===== src/mfs_pkg.sv =====
package mfs_pkg;
  localparam int STRIPS = 32;
  localparam logic [6:0] NOTE_MUTE_BASE = 7'h00;
  localparam logic [6:0] NOTE_SEL_BASE = 7'h20;
  localparam logic [6:0] NOTE_LISTEN_BASE = 7'h40;
  localparam logic [6:0] NOTE_LAST = 7'h5f;
  localparam logic [3:0] STAT_NOTE_OFF = 4'h8;
  localparam logic [3:0] STAT_NOTE_ON = 4'h9;
  localparam logic [3:0] STAT_CC = 4'hb;
  localparam logic [3:0] STAT_PROG = 4'hc;
  localparam logic [6:0] VEL_ON = 7'h7f;
  localparam logic [3:0] MAIN_CH_RESET = 4'h0;
  localparam logic [3:0] CH_LAST = 4'hf;
  // register byte offsets
  localparam logic [7:0] ADDR_CTRL = 8'h00;
  localparam logic [7:0] ADDR_PEND = 8'h04;
  localparam logic [7:0] ADDR_STAT = 8'h08;
  localparam logic [7:0] ADDR_MUTE = 8'h0c;
  localparam logic [7:0] ADDR_SEL = 8'h10;
  localparam logic [7:0] ADDR_LISTEN = 8'h14;
  localparam logic [7:0] ADDR_FADER = 8'h18;
  // pending settings field layout
  localparam int PEND_CH_LSB = 0;
  localparam int PEND_LAW_BIT = 4;
  // control bits
  localparam int CTRL_APPLY_BIT = 0;
  localparam int CTRL_CANCEL_BIT = 1;
  localparam logic [1:0] RESP_OKAY = 2'h0;
  localparam logic [1:0] RESP_SLVERR = 2'h2;
  // mmc
  localparam logic [7:0] SYSEX_START = 8'hf0;
  localparam logic [7:0] SYSEX_END = 8'hf7;
  localparam logic [7:0] MMC_ALL = 8'h7f;
  localparam logic [7:0] MMC_ID_RT = 8'h7f;
  localparam logic [7:0] MMC_SUB_CMD = 8'h06;

  typedef enum logic {
    MFS_LAW_LINEAR = 1'b0,
    MFS_LAW_AUDIO = 1'b1
  } mfs_law_t;

  typedef enum logic [2:0] {
    MFS_SOFT_NOTE = 3'h0,
    MFS_SOFT_CC_ABS = 3'h1,
    MFS_SOFT_CC_REL = 3'h2,
    MFS_SOFT_MMC = 3'h3,
    MFS_SOFT_PROG = 3'h4
  } mfs_soft_t;

  typedef struct packed {
    logic [7:0] status;
    logic [7:0] data1;
    logic [7:0] data2;
  } mfs_msg_t;

  typedef struct packed {
    logic [1:0] kind;
    logic [4:0] strip;
  } mfs_key_t;

  localparam logic [1:0] KEY_MUTE = 2'h0;
  localparam logic [1:0] KEY_SEL = 2'h1;
  localparam logic [1:0] KEY_LISTEN = 2'h2;
endpackage : mfs_pkg


===== src/mfs_law.sv =====
`timescale 1ns/1ps
module mfs_law (
  input wire logic law,
  input wire logic [9:0] pos_in,
  input wire logic [6:0] val_in,
  output logic [6:0] val_out,
  output logic [9:0] pos_out
);
  // audio taper: shallow over the lower half, steeper in each upper quarter
  wire [6:0] lin_fwd = pos_in[9:3];
  wire [6:0] aud_fwd = !pos_in[9] ? {2'h0, pos_in[8:4]} :
                       !pos_in[8] ? {2'h1, pos_in[7:3]} :
                       {1'b1, pos_in[7:2]};
  wire [9:0] lin_inv = {val_in, 3'h0};
  wire [9:0] aud_inv = (val_in[6:5] == 2'h0) ?
                       {1'b0, val_in[4:0], 4'h0} :
                       !val_in[6] ? {2'h2, val_in[4:0], 3'h0} :
                       {2'h3, val_in[5:0], 2'h0};
  assign val_out = law ? aud_fwd : lin_fwd;
  assign pos_out = law ? aud_inv : lin_inv;
endmodule : mfs_law


===== src/mfs_tx.sv =====
`timescale 1ns/1ps
module mfs_tx (
  input wire logic ref_clk,
  input wire logic rst_n,
  input wire logic load,
  input wire mfs_pkg::mfs_msg_t msg,
  input wire logic [2:0] len,
  output logic busy,
  output logic [7:0] byte_data,
  output logic byte_valid,
  input wire logic byte_ready
);
  logic [23:0] sh_q;
  logic [2:0] cnt_q;
  assign busy = cnt_q != 3'h0;
  assign byte_valid = busy;
  assign byte_data = sh_q[23:16];
  always_ff @(posedge ref_clk or negedge rst_n) begin
    if (!rst_n) begin
      sh_q <= 24'h0;
      cnt_q <= 3'h0;
    end else if (load && !busy) begin
      sh_q <= msg;
      cnt_q <= len;
    end else if (busy && byte_ready) begin
      sh_q <= {sh_q[15:0], 8'h0};
      cnt_q <= cnt_q - 3'h1;
    end
  end
endmodule : mfs_tx


===== src/mfs_strip_mapper.sv =====
// The AXI4-Lite slave port and the address map were decided locally.
`timescale 1ns/1ps
// Function
// - thirty-two strips each with mute, select, listen keys and a fader.
// - key press sends note on then matching note off.
// - fader n movement sends controller n.
// - mute keys map to notes 0 to 31.
// - select keys map to notes 32 to 63.
// - listen keys map to notes 64 to 95.
// - received notes and controllers update key state or fader.
// - strip messages go to both usb and network links.
// - default strip channel is channel 2.
// - strip channel is main plus one, wrapping 16 to 1.
// - transport button sends machine control message to all channels.
// - fader law selectable linear or audio, both directions.
// - channel and law changes take effect on apply, dropped on cancel.
// - soft controls send note, cc abs, cc rel, program change; the mmc kind sends a cc.
module mfs_strip_mapper #(
  parameter int STRIPS = mfs_pkg::STRIPS
) (
  input wire logic ref_clk,
  input wire logic rst_n,
  input wire logic s_axi_awvalid,
  output logic s_axi_awready,
  input wire logic [7:0] s_axi_awaddr,
  input wire logic s_axi_wvalid,
  output logic s_axi_wready,
  input wire logic [31:0] s_axi_wdata,
  input wire logic [3:0] s_axi_wstrb,
  output logic s_axi_bvalid,
  input wire logic s_axi_bready,
  output logic [1:0] s_axi_bresp,
  input wire logic s_axi_arvalid,
  output logic s_axi_arready,
  input wire logic [7:0] s_axi_araddr,
  output logic s_axi_rvalid,
  input wire logic s_axi_rready,
  output logic [31:0] s_axi_rdata,
  output logic [1:0] s_axi_rresp,
  input wire logic key_press,
  input wire mfs_pkg::mfs_key_t key_id,
  input wire logic fader_move,
  input wire logic [4:0] fader_id,
  input wire logic [9:0] fader_pos,
  input wire logic mmc_go,
  input wire logic [7:0] mmc_cmd,
  input wire logic soft_go,
  input wire mfs_pkg::mfs_soft_t soft_kind,
  input wire logic [6:0] soft_num,
  input wire logic [6:0] soft_val,
  output logic cmd_ready,
  input wire logic rx_valid,
  input wire mfs_pkg::mfs_msg_t rx_msg,
  output logic [7:0] usb_data,
  output logic usb_valid,
  input wire logic usb_ready,
  output logic [7:0] net_data,
  output logic net_valid,
  input wire logic net_ready,
  output logic [STRIPS-1:0] mute_state,
  output logic [STRIPS-1:0] sel_state,
  output logic [STRIPS-1:0] listen_state,
  output logic fader_upd,
  output logic [4:0] fader_upd_id,
  output logic [9:0] fader_upd_pos
);
  // ****************************************
  // settings
  // ****************************************
  logic [3:0] main_ch_q, pend_ch_q;
  logic law_q, pend_law_q;
  logic [STRIPS-1:0] mute_q, sel_q, listen_q;
  logic [6:0] last_cc_q;
  wire [3:0] strip_ch = (main_ch_q == mfs_pkg::CH_LAST) ? 4'h0 :
                        main_ch_q + 4'h1;

  function automatic logic [6:0] key_note(input mfs_pkg::mfs_key_t k);
    unique case (k.kind)
      mfs_pkg::KEY_SEL: key_note = mfs_pkg::NOTE_SEL_BASE + {2'h0, k.strip};
      mfs_pkg::KEY_LISTEN: key_note = mfs_pkg::NOTE_LISTEN_BASE +
                                       {2'h0, k.strip};
      default: key_note = mfs_pkg::NOTE_MUTE_BASE + {2'h0, k.strip};
    endcase
  endfunction : key_note

  // ****************************************
  // axi4-lite slave
  // ****************************************
  logic aw_q, w_q, bv_q, rv_q, apply_p, cancel_p;
  logic [7:0] awa_q;
  logic [31:0] wd_q, rd_q;
  logic [1:0] br_q, rr_q;
  assign s_axi_awready = !aw_q && !bv_q;
  assign s_axi_wready = !w_q && !bv_q;
  assign s_axi_bvalid = bv_q;
  assign s_axi_bresp = br_q;
  assign s_axi_arready = !rv_q;
  assign s_axi_rvalid = rv_q;
  assign s_axi_rdata = rd_q;
  assign s_axi_rresp = rr_q;
  wire wr_go = aw_q && w_q && !bv_q;
  wire wr_ctrl = wr_go && awa_q == mfs_pkg::ADDR_CTRL && wd_q[0 +: 8] != 8'h0;
  wire wr_pend = wr_go && awa_q == mfs_pkg::ADDR_PEND;
  wire wr_ok = awa_q == mfs_pkg::ADDR_CTRL || awa_q == mfs_pkg::ADDR_PEND;
  assign apply_p = wr_ctrl && wd_q[mfs_pkg::CTRL_APPLY_BIT];
  assign cancel_p = wr_ctrl && !wd_q[mfs_pkg::CTRL_APPLY_BIT] &&
                    wd_q[mfs_pkg::CTRL_CANCEL_BIT];
  logic [31:0] rmux;
  logic rhit;
  always_comb begin
    rhit = 1'b1;
    unique case (s_axi_araddr)
      mfs_pkg::ADDR_CTRL: rmux = 32'h0;
      mfs_pkg::ADDR_PEND: rmux = {27'h0, pend_law_q, pend_ch_q};
      mfs_pkg::ADDR_STAT: rmux = {19'h0, last_cc_q, law_q, main_ch_q, 1'b0};
      mfs_pkg::ADDR_MUTE: rmux = 32'(mute_q);
      mfs_pkg::ADDR_SEL: rmux = 32'(sel_q);
      mfs_pkg::ADDR_LISTEN: rmux = 32'(listen_q);
      mfs_pkg::ADDR_FADER: rmux = {25'h0, last_cc_q};
      default: begin
        rmux = 32'h0;
        rhit = 1'b0;
      end
    endcase
  end
  always_ff @(posedge ref_clk or negedge rst_n) begin
    if (!rst_n) begin
      aw_q <= 1'b0;
      w_q <= 1'b0;
      bv_q <= 1'b0;
      rv_q <= 1'b0;
      awa_q <= 8'h0;
      wd_q <= 32'h0;
      rd_q <= 32'h0;
      br_q <= mfs_pkg::RESP_OKAY;
      rr_q <= mfs_pkg::RESP_OKAY;
    end else begin
      if (s_axi_awvalid && s_axi_awready) begin
        aw_q <= 1'b1;
        awa_q <= s_axi_awaddr;
      end
      if (s_axi_wvalid && s_axi_wready) begin
        w_q <= 1'b1;
        wd_q <= s_axi_wstrb[0] ? s_axi_wdata : 32'h0;
      end
      if (wr_go) begin
        aw_q <= 1'b0;
        w_q <= 1'b0;
        bv_q <= 1'b1;
        br_q <= wr_ok ? mfs_pkg::RESP_OKAY : mfs_pkg::RESP_SLVERR;
      end else if (bv_q && s_axi_bready) begin
        bv_q <= 1'b0;
      end
      if (s_axi_arvalid && s_axi_arready) begin
        rv_q <= 1'b1;
        rd_q <= rmux;
        rr_q <= rhit ? mfs_pkg::RESP_OKAY : mfs_pkg::RESP_SLVERR;
      end else if (rv_q && s_axi_rready) begin
        rv_q <= 1'b0;
      end
    end
  end

  // ****************************************
  // settings registers
  // ****************************************
  always_ff @(posedge ref_clk or negedge rst_n) begin
    if (!rst_n) begin
      // default main 1 gives strip channel 2
      main_ch_q <= mfs_pkg::MAIN_CH_RESET;
      pend_ch_q <= mfs_pkg::MAIN_CH_RESET;
      law_q <= mfs_pkg::MFS_LAW_LINEAR;
      pend_law_q <= mfs_pkg::MFS_LAW_LINEAR;
    end else if (wr_pend && s_axi_wstrb != 4'h0) begin
      pend_ch_q <= wd_q[mfs_pkg::PEND_CH_LSB +: 4];
      pend_law_q <= wd_q[mfs_pkg::PEND_LAW_BIT];
    end else if (apply_p) begin
      main_ch_q <= pend_ch_q;
      law_q <= pend_law_q;
    end else if (cancel_p) begin
      pend_ch_q <= main_ch_q;
      pend_law_q <= law_q;
    end
  end

  // ****************************************
  // transmit path
  // ****************************************
  logic [6:0] cc_val;
  logic [9:0] rx_pos;
  mfs_law u_law (
    .law(law_q),
    .pos_in(fader_pos),
    .val_in(rx_msg.data2[6:0]),
    .val_out(cc_val),
    .pos_out(rx_pos)
  );
  logic off_pend_q;
  logic [6:0] off_note_q;
  mfs_pkg::mfs_msg_t tmsg;
  logic [2:0] tlen;
  logic tload;
  logic [1:0] mmc_step_q;
  logic [7:0] mmc_cmd_q;
  logic usb_busy, net_busy;
  wire idle = !usb_busy && !net_busy;
  assign cmd_ready = idle && !off_pend_q && mmc_step_q == 2'h0;
  always_comb begin
    tload = idle;
    tlen = 3'h3;
    tmsg = '0;
    if (off_pend_q) begin
      tmsg = {mfs_pkg::STAT_NOTE_OFF, strip_ch, 1'b0, off_note_q, 8'h0};
    end else if (mmc_step_q != 2'h0) begin
      unique case (mmc_step_q)
        2'h1: tmsg = {mfs_pkg::MMC_SUB_CMD, mmc_cmd_q, mfs_pkg::SYSEX_END};
        default: tmsg = '0;
      endcase
    end else if (key_press) begin
      tmsg = {mfs_pkg::STAT_NOTE_ON, strip_ch, 1'b0, key_note(key_id),
              1'b0, mfs_pkg::VEL_ON};
    end else if (fader_move) begin
      tmsg = {mfs_pkg::STAT_CC, strip_ch, 3'h0, fader_id, 1'b0, cc_val};
    end else if (mmc_go) begin
      tmsg = {mfs_pkg::SYSEX_START, mfs_pkg::MMC_ID_RT, mfs_pkg::MMC_ALL};
    end else if (soft_go) begin
      unique case (soft_kind)
        mfs_pkg::MFS_SOFT_NOTE: tmsg = {mfs_pkg::STAT_NOTE_ON, main_ch_q,
                                        1'b0, soft_num, 1'b0, soft_val};
        mfs_pkg::MFS_SOFT_PROG: begin
          tmsg = {mfs_pkg::STAT_PROG, main_ch_q, 1'b0, soft_num, 8'h0};
          tlen = 3'h2;
        end
        default: tmsg = {mfs_pkg::STAT_CC, main_ch_q, 1'b0, soft_num,
                         1'b0, soft_val};
      endcase
    end else begin
      tload = 1'b0;
    end
  end
  always_ff @(posedge ref_clk or negedge rst_n) begin
    if (!rst_n) begin
      off_pend_q <= 1'b0;
      off_note_q <= 7'h0;
      mmc_step_q <= 2'h0;
      mmc_cmd_q <= 8'h0;
    end else if (idle) begin
      if (off_pend_q) begin
        off_pend_q <= 1'b0;
      end else if (mmc_step_q != 2'h0) begin
        mmc_step_q <= mmc_step_q - 2'h1;
      end else if (key_press) begin
        off_pend_q <= 1'b1;
        off_note_q <= key_note(key_id);
      end else if (!fader_move && mmc_go) begin
        mmc_step_q <= 2'h1;
        mmc_cmd_q <= mmc_cmd;
      end
    end
  end
  mfs_tx u_usb (
    .ref_clk(ref_clk),
    .rst_n(rst_n),
    .load(tload),
    .msg(tmsg),
    .len(tlen),
    .busy(usb_busy),
    .byte_data(usb_data),
    .byte_valid(usb_valid),
    .byte_ready(usb_ready)
  );
  mfs_tx u_net (
    .ref_clk(ref_clk),
    .rst_n(rst_n),
    .load(tload),
    .msg(tmsg),
    .len(tlen),
    .busy(net_busy),
    .byte_data(net_data),
    .byte_valid(net_valid),
    .byte_ready(net_ready)
  );

  // ****************************************
  // receive path
  // ****************************************
  wire rx_ch_ok = rx_msg.status[3:0] == strip_ch;
  wire rx_on = rx_valid && rx_ch_ok &&
               rx_msg.status[7:4] == mfs_pkg::STAT_NOTE_ON &&
               rx_msg.data2 != 8'h0;
  wire rx_off = rx_valid && rx_ch_ok &&
                (rx_msg.status[7:4] == mfs_pkg::STAT_NOTE_OFF ||
                 (rx_msg.status[7:4] == mfs_pkg::STAT_NOTE_ON &&
                  rx_msg.data2 == 8'h0));
  wire rx_cc = rx_valid && rx_ch_ok &&
               rx_msg.status[7:4] == mfs_pkg::STAT_CC &&
               rx_msg.data1 < 8'(STRIPS);
  wire [6:0] rn = rx_msg.data1[6:0];
  wire note_ok = rn <= mfs_pkg::NOTE_LAST;
  wire [4:0] rs = rn[4:0];
  always_ff @(posedge ref_clk or negedge rst_n) begin
    if (!rst_n) begin
      mute_q <= '0;
      sel_q <= '0;
      listen_q <= '0;
      last_cc_q <= 7'h0;
      fader_upd <= 1'b0;
      fader_upd_id <= 5'h0;
      fader_upd_pos <= 10'h0;
    end else begin
      if ((rx_on || rx_off) && note_ok) begin
        unique case (rn[6:5])
          2'h0: mute_q[rs] <= rx_on;
          2'h1: sel_q[rs] <= rx_on;
          default: listen_q[rs] <= rx_on;
        endcase
      end
      fader_upd <= rx_cc;
      if (rx_cc) begin
        fader_upd_id <= rx_msg.data1[4:0];
        fader_upd_pos <= rx_pos;
        last_cc_q <= rx_msg.data2[6:0];
      end
    end
  end
  assign mute_state = mute_q;
  assign sel_state = sel_q;
  assign listen_state = listen_q;
endmodule : mfs_strip_mapper


===== config.mk =====
export PLATFORM = sky130hd
export DESIGN_NAME = mfs_strip_mapper
export DESIGN_NICKNAME = d
export VERILOG_FILES = /design/src/mfs_pkg.sv /design/src/mfs_law.sv /design/src/mfs_tx.sv /design/src/mfs_strip_mapper.sv
export SDC_FILE = /design/constraint.sdc
export NUM_CORES = 1
export LEC_CHECK = 0
export BUFFER_PORTS_ARGS = -buffer_cell sky130_fd_sc_hd__buf_4
export CAP_MARGIN = 10
export CORE_ASPECT_RATIO = 1.4
export CORE_MARGIN = 8
export CORE_UTILIZATION = 47
export DETAILED_ROUTE_END_ITERATION = 7
export GPL_TIMING_DRIVEN = 1
export HOLD_SLACK_MARGIN = 0.15
export MAX_ROUTING_LAYER = met4
export PLACE_DENSITY = 0.72
export SYNTH_ARGS = -nofsm -noshare
export SYNTH_HDL_FRONTEND = slang
export SYNTH_SLANG_ARGS = --single-unit

===== constraint.sdc =====
create_clock -name ref_clk -period 4.95 [get_ports ref_clk]
set_clock_uncertainty 0.1 [all_clocks]
set_input_delay 0.99 -clock ref_clk [delete_from_list [all_inputs] [get_ports ref_clk]]
set_output_delay 0.99 -clock ref_clk [all_outputs]
set_load 0.02 [all_outputs]

==> impl_metrics.py <==
metrics = {
    "final_layout": {
        "syn_to_final_growth_pct": 23.9,
        "final_nets": 1772,
        "layout-drive-gt1-share_pct": 25.4,
    },
    "pwr": {
        "ir_drop_v": 0.000233,
        "leakage_nw": 7.23,
        "power_density_nw_per_um2": 367,
    },
    "global_route": {
        "grt-ovfl-total": 0,
        "antenna_found_initial": 1,
        "grt_max_degree": 109,
        "grt_pass1_vias": 12500,
        "grt_pass1_wl_um": 69700,
        "grt.total_usage_pct": 27.4,
    },
    "worst_setup_path": {
        "critPathRequiredTime_ns": 3.86,
        "critPathLaunchType": "flop",
        "end_kind": "primary output",
        "path_class": "flop to primary output",
        "cp_max_fo": 11,
        "worstReg2RegEnd": "listen_state[21]",
        "rrSetupSlack_ns": 1.62,
        "worst_ep_arrival_time_ns": 2.39,
        "r2r-start": "main_ch_q[0]",
        "rr_worst_depth": 7,
        "setup.worst_path.start": "u_net.cnt_q[0]",
        "crit_path_end": "cmd_ready",
    },
    "synthesis": {
        "yosysSeqAreaShare_pct": 47.8,
        "yosysWarnings": 0,
        "synth_cells": 1440,
        "yosysUniqueCellTypes": 64,
        "syn_area_um2": 13100,
        "ys.flop_type": "dfrtp_1",
        "async_reset_ff_share_pct": 100,
        "syn_avg_cell_area_um2": 9.10,
        "synth_edf_count": 0,
        "synth-seq-cells": 250,
    },
    "route": {
        "drcViolationCount": 0,
        "ant_nets": 0,
        "dr.pass1.iters": 5,
        "num_vias": 12300,
        "vias_per_cell": 6.12,
        "drtIter0Drc": 950,
        "wire_per_inst_um": 22.7,
        "routed_wl_um": 45700,
    },
    "die": {
        "core_area_um2": 27600,
        "die_y_um": 214,
        "io_pins": 309,
        "start_util_pct": 47.5,
        "die_w_um": 157,
        "die_area_um2": 33500,
        "rows": 72,
    },
    "clock_network": {
        "cts_buffer_depth": 3,
        "clk_latency_ns": 0.54,
        "root_buffer": "clkbuf_16",
        "cts_tree": "built",
        "cts.repair.resized": 0,
        "clk_pin_slew_ns": 0.06,
        "cts_made_buffers": 26,
        "cts_setup_buffers": 0,
        "clock-sinks": 250,
        "postCtsHoldBufs": 0,
        "htreeDepth": 1,
    },
    "timing": {
        "final_hold_viol_count": 0,
        "finalCriticalPeriod_ns": 3.48,
        "rsz0062_at_grt": "false",
        "timing.slew.headroom_pct": 29.3,
        "worstMarginPinSlew_ns": 1.05,
        "maxSlewViolCount": 0,
        "setup_viol": 0,
        "post-route-period-util_pct": 70.3,
        "fmax_ghz": 0.287,
        "tns_ns": 0,
        "final.setup.worst_slack_ns": 1.47,
    },
    "placed_design": {
        "dp_slack_ns": 1.26,
        "dp_hpwl_um": 32500,
        "place.gp.congestion": 0.937,
        "io_buffers": 275,
    },
    "job": {
        "cap_violations": 0,
    },
    "run_status": {
        "status": "finished, final reports clean",
    },
    "min_path": {
        "hold_path_class": "primary input to async pin",
    },
}
-- cells by family (layout without fill, tap and decap cells) --
kind of cell               Yosys count  count (layout)  share of synthesized area [%]
DFF                                250             250                           47.8
AOI/OAI and AO/OA                  480             480                           23.0
muxes                               57              57                           4.79
other                                1               5                         0.0286
xor gates and xnor gates             8               8                          0.697
adders and majority gates            5               5                          0.478
buffers and inverters              178             382                           5.77
and+or+nand+nor                    461             461                           17.5
-- critical path, cell delays in order, from the launching register on --
cell     delay, ns
dfrtp_1       0.36
inv_1         0.08
ha_1          0.17
ha_1          0.20
nand2_1       0.29
or2_2         0.44
inv_1         0.14
buf_4         0.17
-- cells in the final DEF, fill, tap and decap left out, types with 7 or more instances in the layout --
| cell type | instances |
|---|---|
| a31oi_1 | 7 |
| nand3b_1 | 9 |
| a221oi_1 | 8 |
| o22a_1 | 11 |
| buf_4 | 306 |
| nor3_1 | 7 |
| mux2i_1 | 11 |
| clkbuf_8 | 7 |
| a21oi_1 | 85 |
| nor2_1 | 129 |
| nor2b_1 | 13 |
| o31ai_1 | 96 |
| nand2b_1 | 11 |
| nand4_1 | 99 |
| clkbuf_16 | 27 |
| inv_1 | 29 |
| dfrtp_1 | 250 |
| nand3_1 | 8 |
| a22oi_1 | 33 |
| o21ai_0 | 177 |
| mux2_2 | 46 |
| nand2_1 | 129 |
| nor3b_1 | 7 |
| a21o_1 | 15 |
-- how the worst min path moves through the flow --
stage,startpoint,end,slack [ns],depth (start not counted)
3_3_place_gp,u_usb.sh_q[1],u_usb.sh_q[1],0.35,1
2_1_floorplan,u_net.sh_q[5],u_net.sh_q[5],0.34,2
4_1_cts,u_net.sh_q[5],u_net.sh_q[5],0.37,2
3_5_place_dp,u_net.sh_q[5],u_net.sh_q[5],0.36,2
6_report,rst_n,s_axi_rdata[14],0.37,1
5_1_grt,u_usb.sh_q[6],u_usb.sh_q[6],0.39,1
-- power by group --
| part | switching (mW) | internal [mW] | total, mW |
|---|---|---|---|
| clock | 0.822 | 1.25 | 2.08 |
| combinational | 0.823 | 0.527 | 1.35 |
| sequential | 0.215 | 2.31 | 2.53 |
-- cells in the mapped netlist, types with 13 or more instances --
library cell / n / area, µm²
a21o_1: 15 / 113
buf_1: 15 / 56.3
nand2_1: 129 / 484
o31ai_1: 96 / 721
mux2_2: 46 / 518
nor2_1: 129 / 484
dfrtp_1: 250 / 6260
a21oi_1: 85 / 425
o21ai_0: 177 / 886
buf_4: 20 / 150
inv_1: 29 / 109
a22oi_1: 33 / 248
clkbuf_1: 104 / 390
nand4_1: 99 / 619
nor2b_1: 13 / 81.3
-- metrics by stage --
stage / hold slack [ns] / util, % / cell area (µm²) / cells / power, mW
after detailed placement: 0.359 / 55.6 / 15300 / 1972 / 3.91
after floorplan: 0.341 / - / 13100 / 1443 / 3.45
after CTS: 0.374 / 58.9 / 16200 / 2017 / 5.99
after global routing: 0.390 / 58.9 / 16200 / 2018 / 6.22
after global placement: 0.354 / 55.6 / 15300 / 1972 / 3.87
final: 0.366 / 58.9 / 16200 / 2018 / 5.95
-- flip-flops by register name, summed over array words and instances (netlist names), 2 cells and up --
register	cells
mmc_cmd_q	8
s_axi_rdata	32
pend_ch_q	4
mmc_step_q	2
u_usb.cnt_q	3
listen_state	32
main_ch_q	4
fader_upd_id	5
u_usb.sh_q	24
wd_q	5
u_net.cnt_q	3
sel_state	32
off_note_q	7
fader_upd_pos	8
u_net.sh_q	24
mute_state	32
last_cc_q	7
awa_q	8
-- per-layer routing --
layer / GRT usage [%] / share of wire [%] / vias up / routed length, µm
met5: - / 0 / - / 0
met3: 5.77 / 8.5 / 126 / 3870
met4: 13.6 / 4.7 / 0 / 2150
li1: - / - / 5643 / -
met2: 47.2 / 51 / 569 / 23100
met1: 29.5 / 36 / 6010 / 16600
-- cell type report --
cell class	count	area, µm²
Timing Repair Buffer	308	2330
Antenna cell	1	2.50
Inverter	29	109
Clock buffer	38	787
Sequential cell	250	6260
Tap cell	370	463
Clock inverter	7	116
Fill cell	2454	11300
Multi-Input combinational cell	1015	6160
No activity file was read; power rests on OpenSTA's default activity.
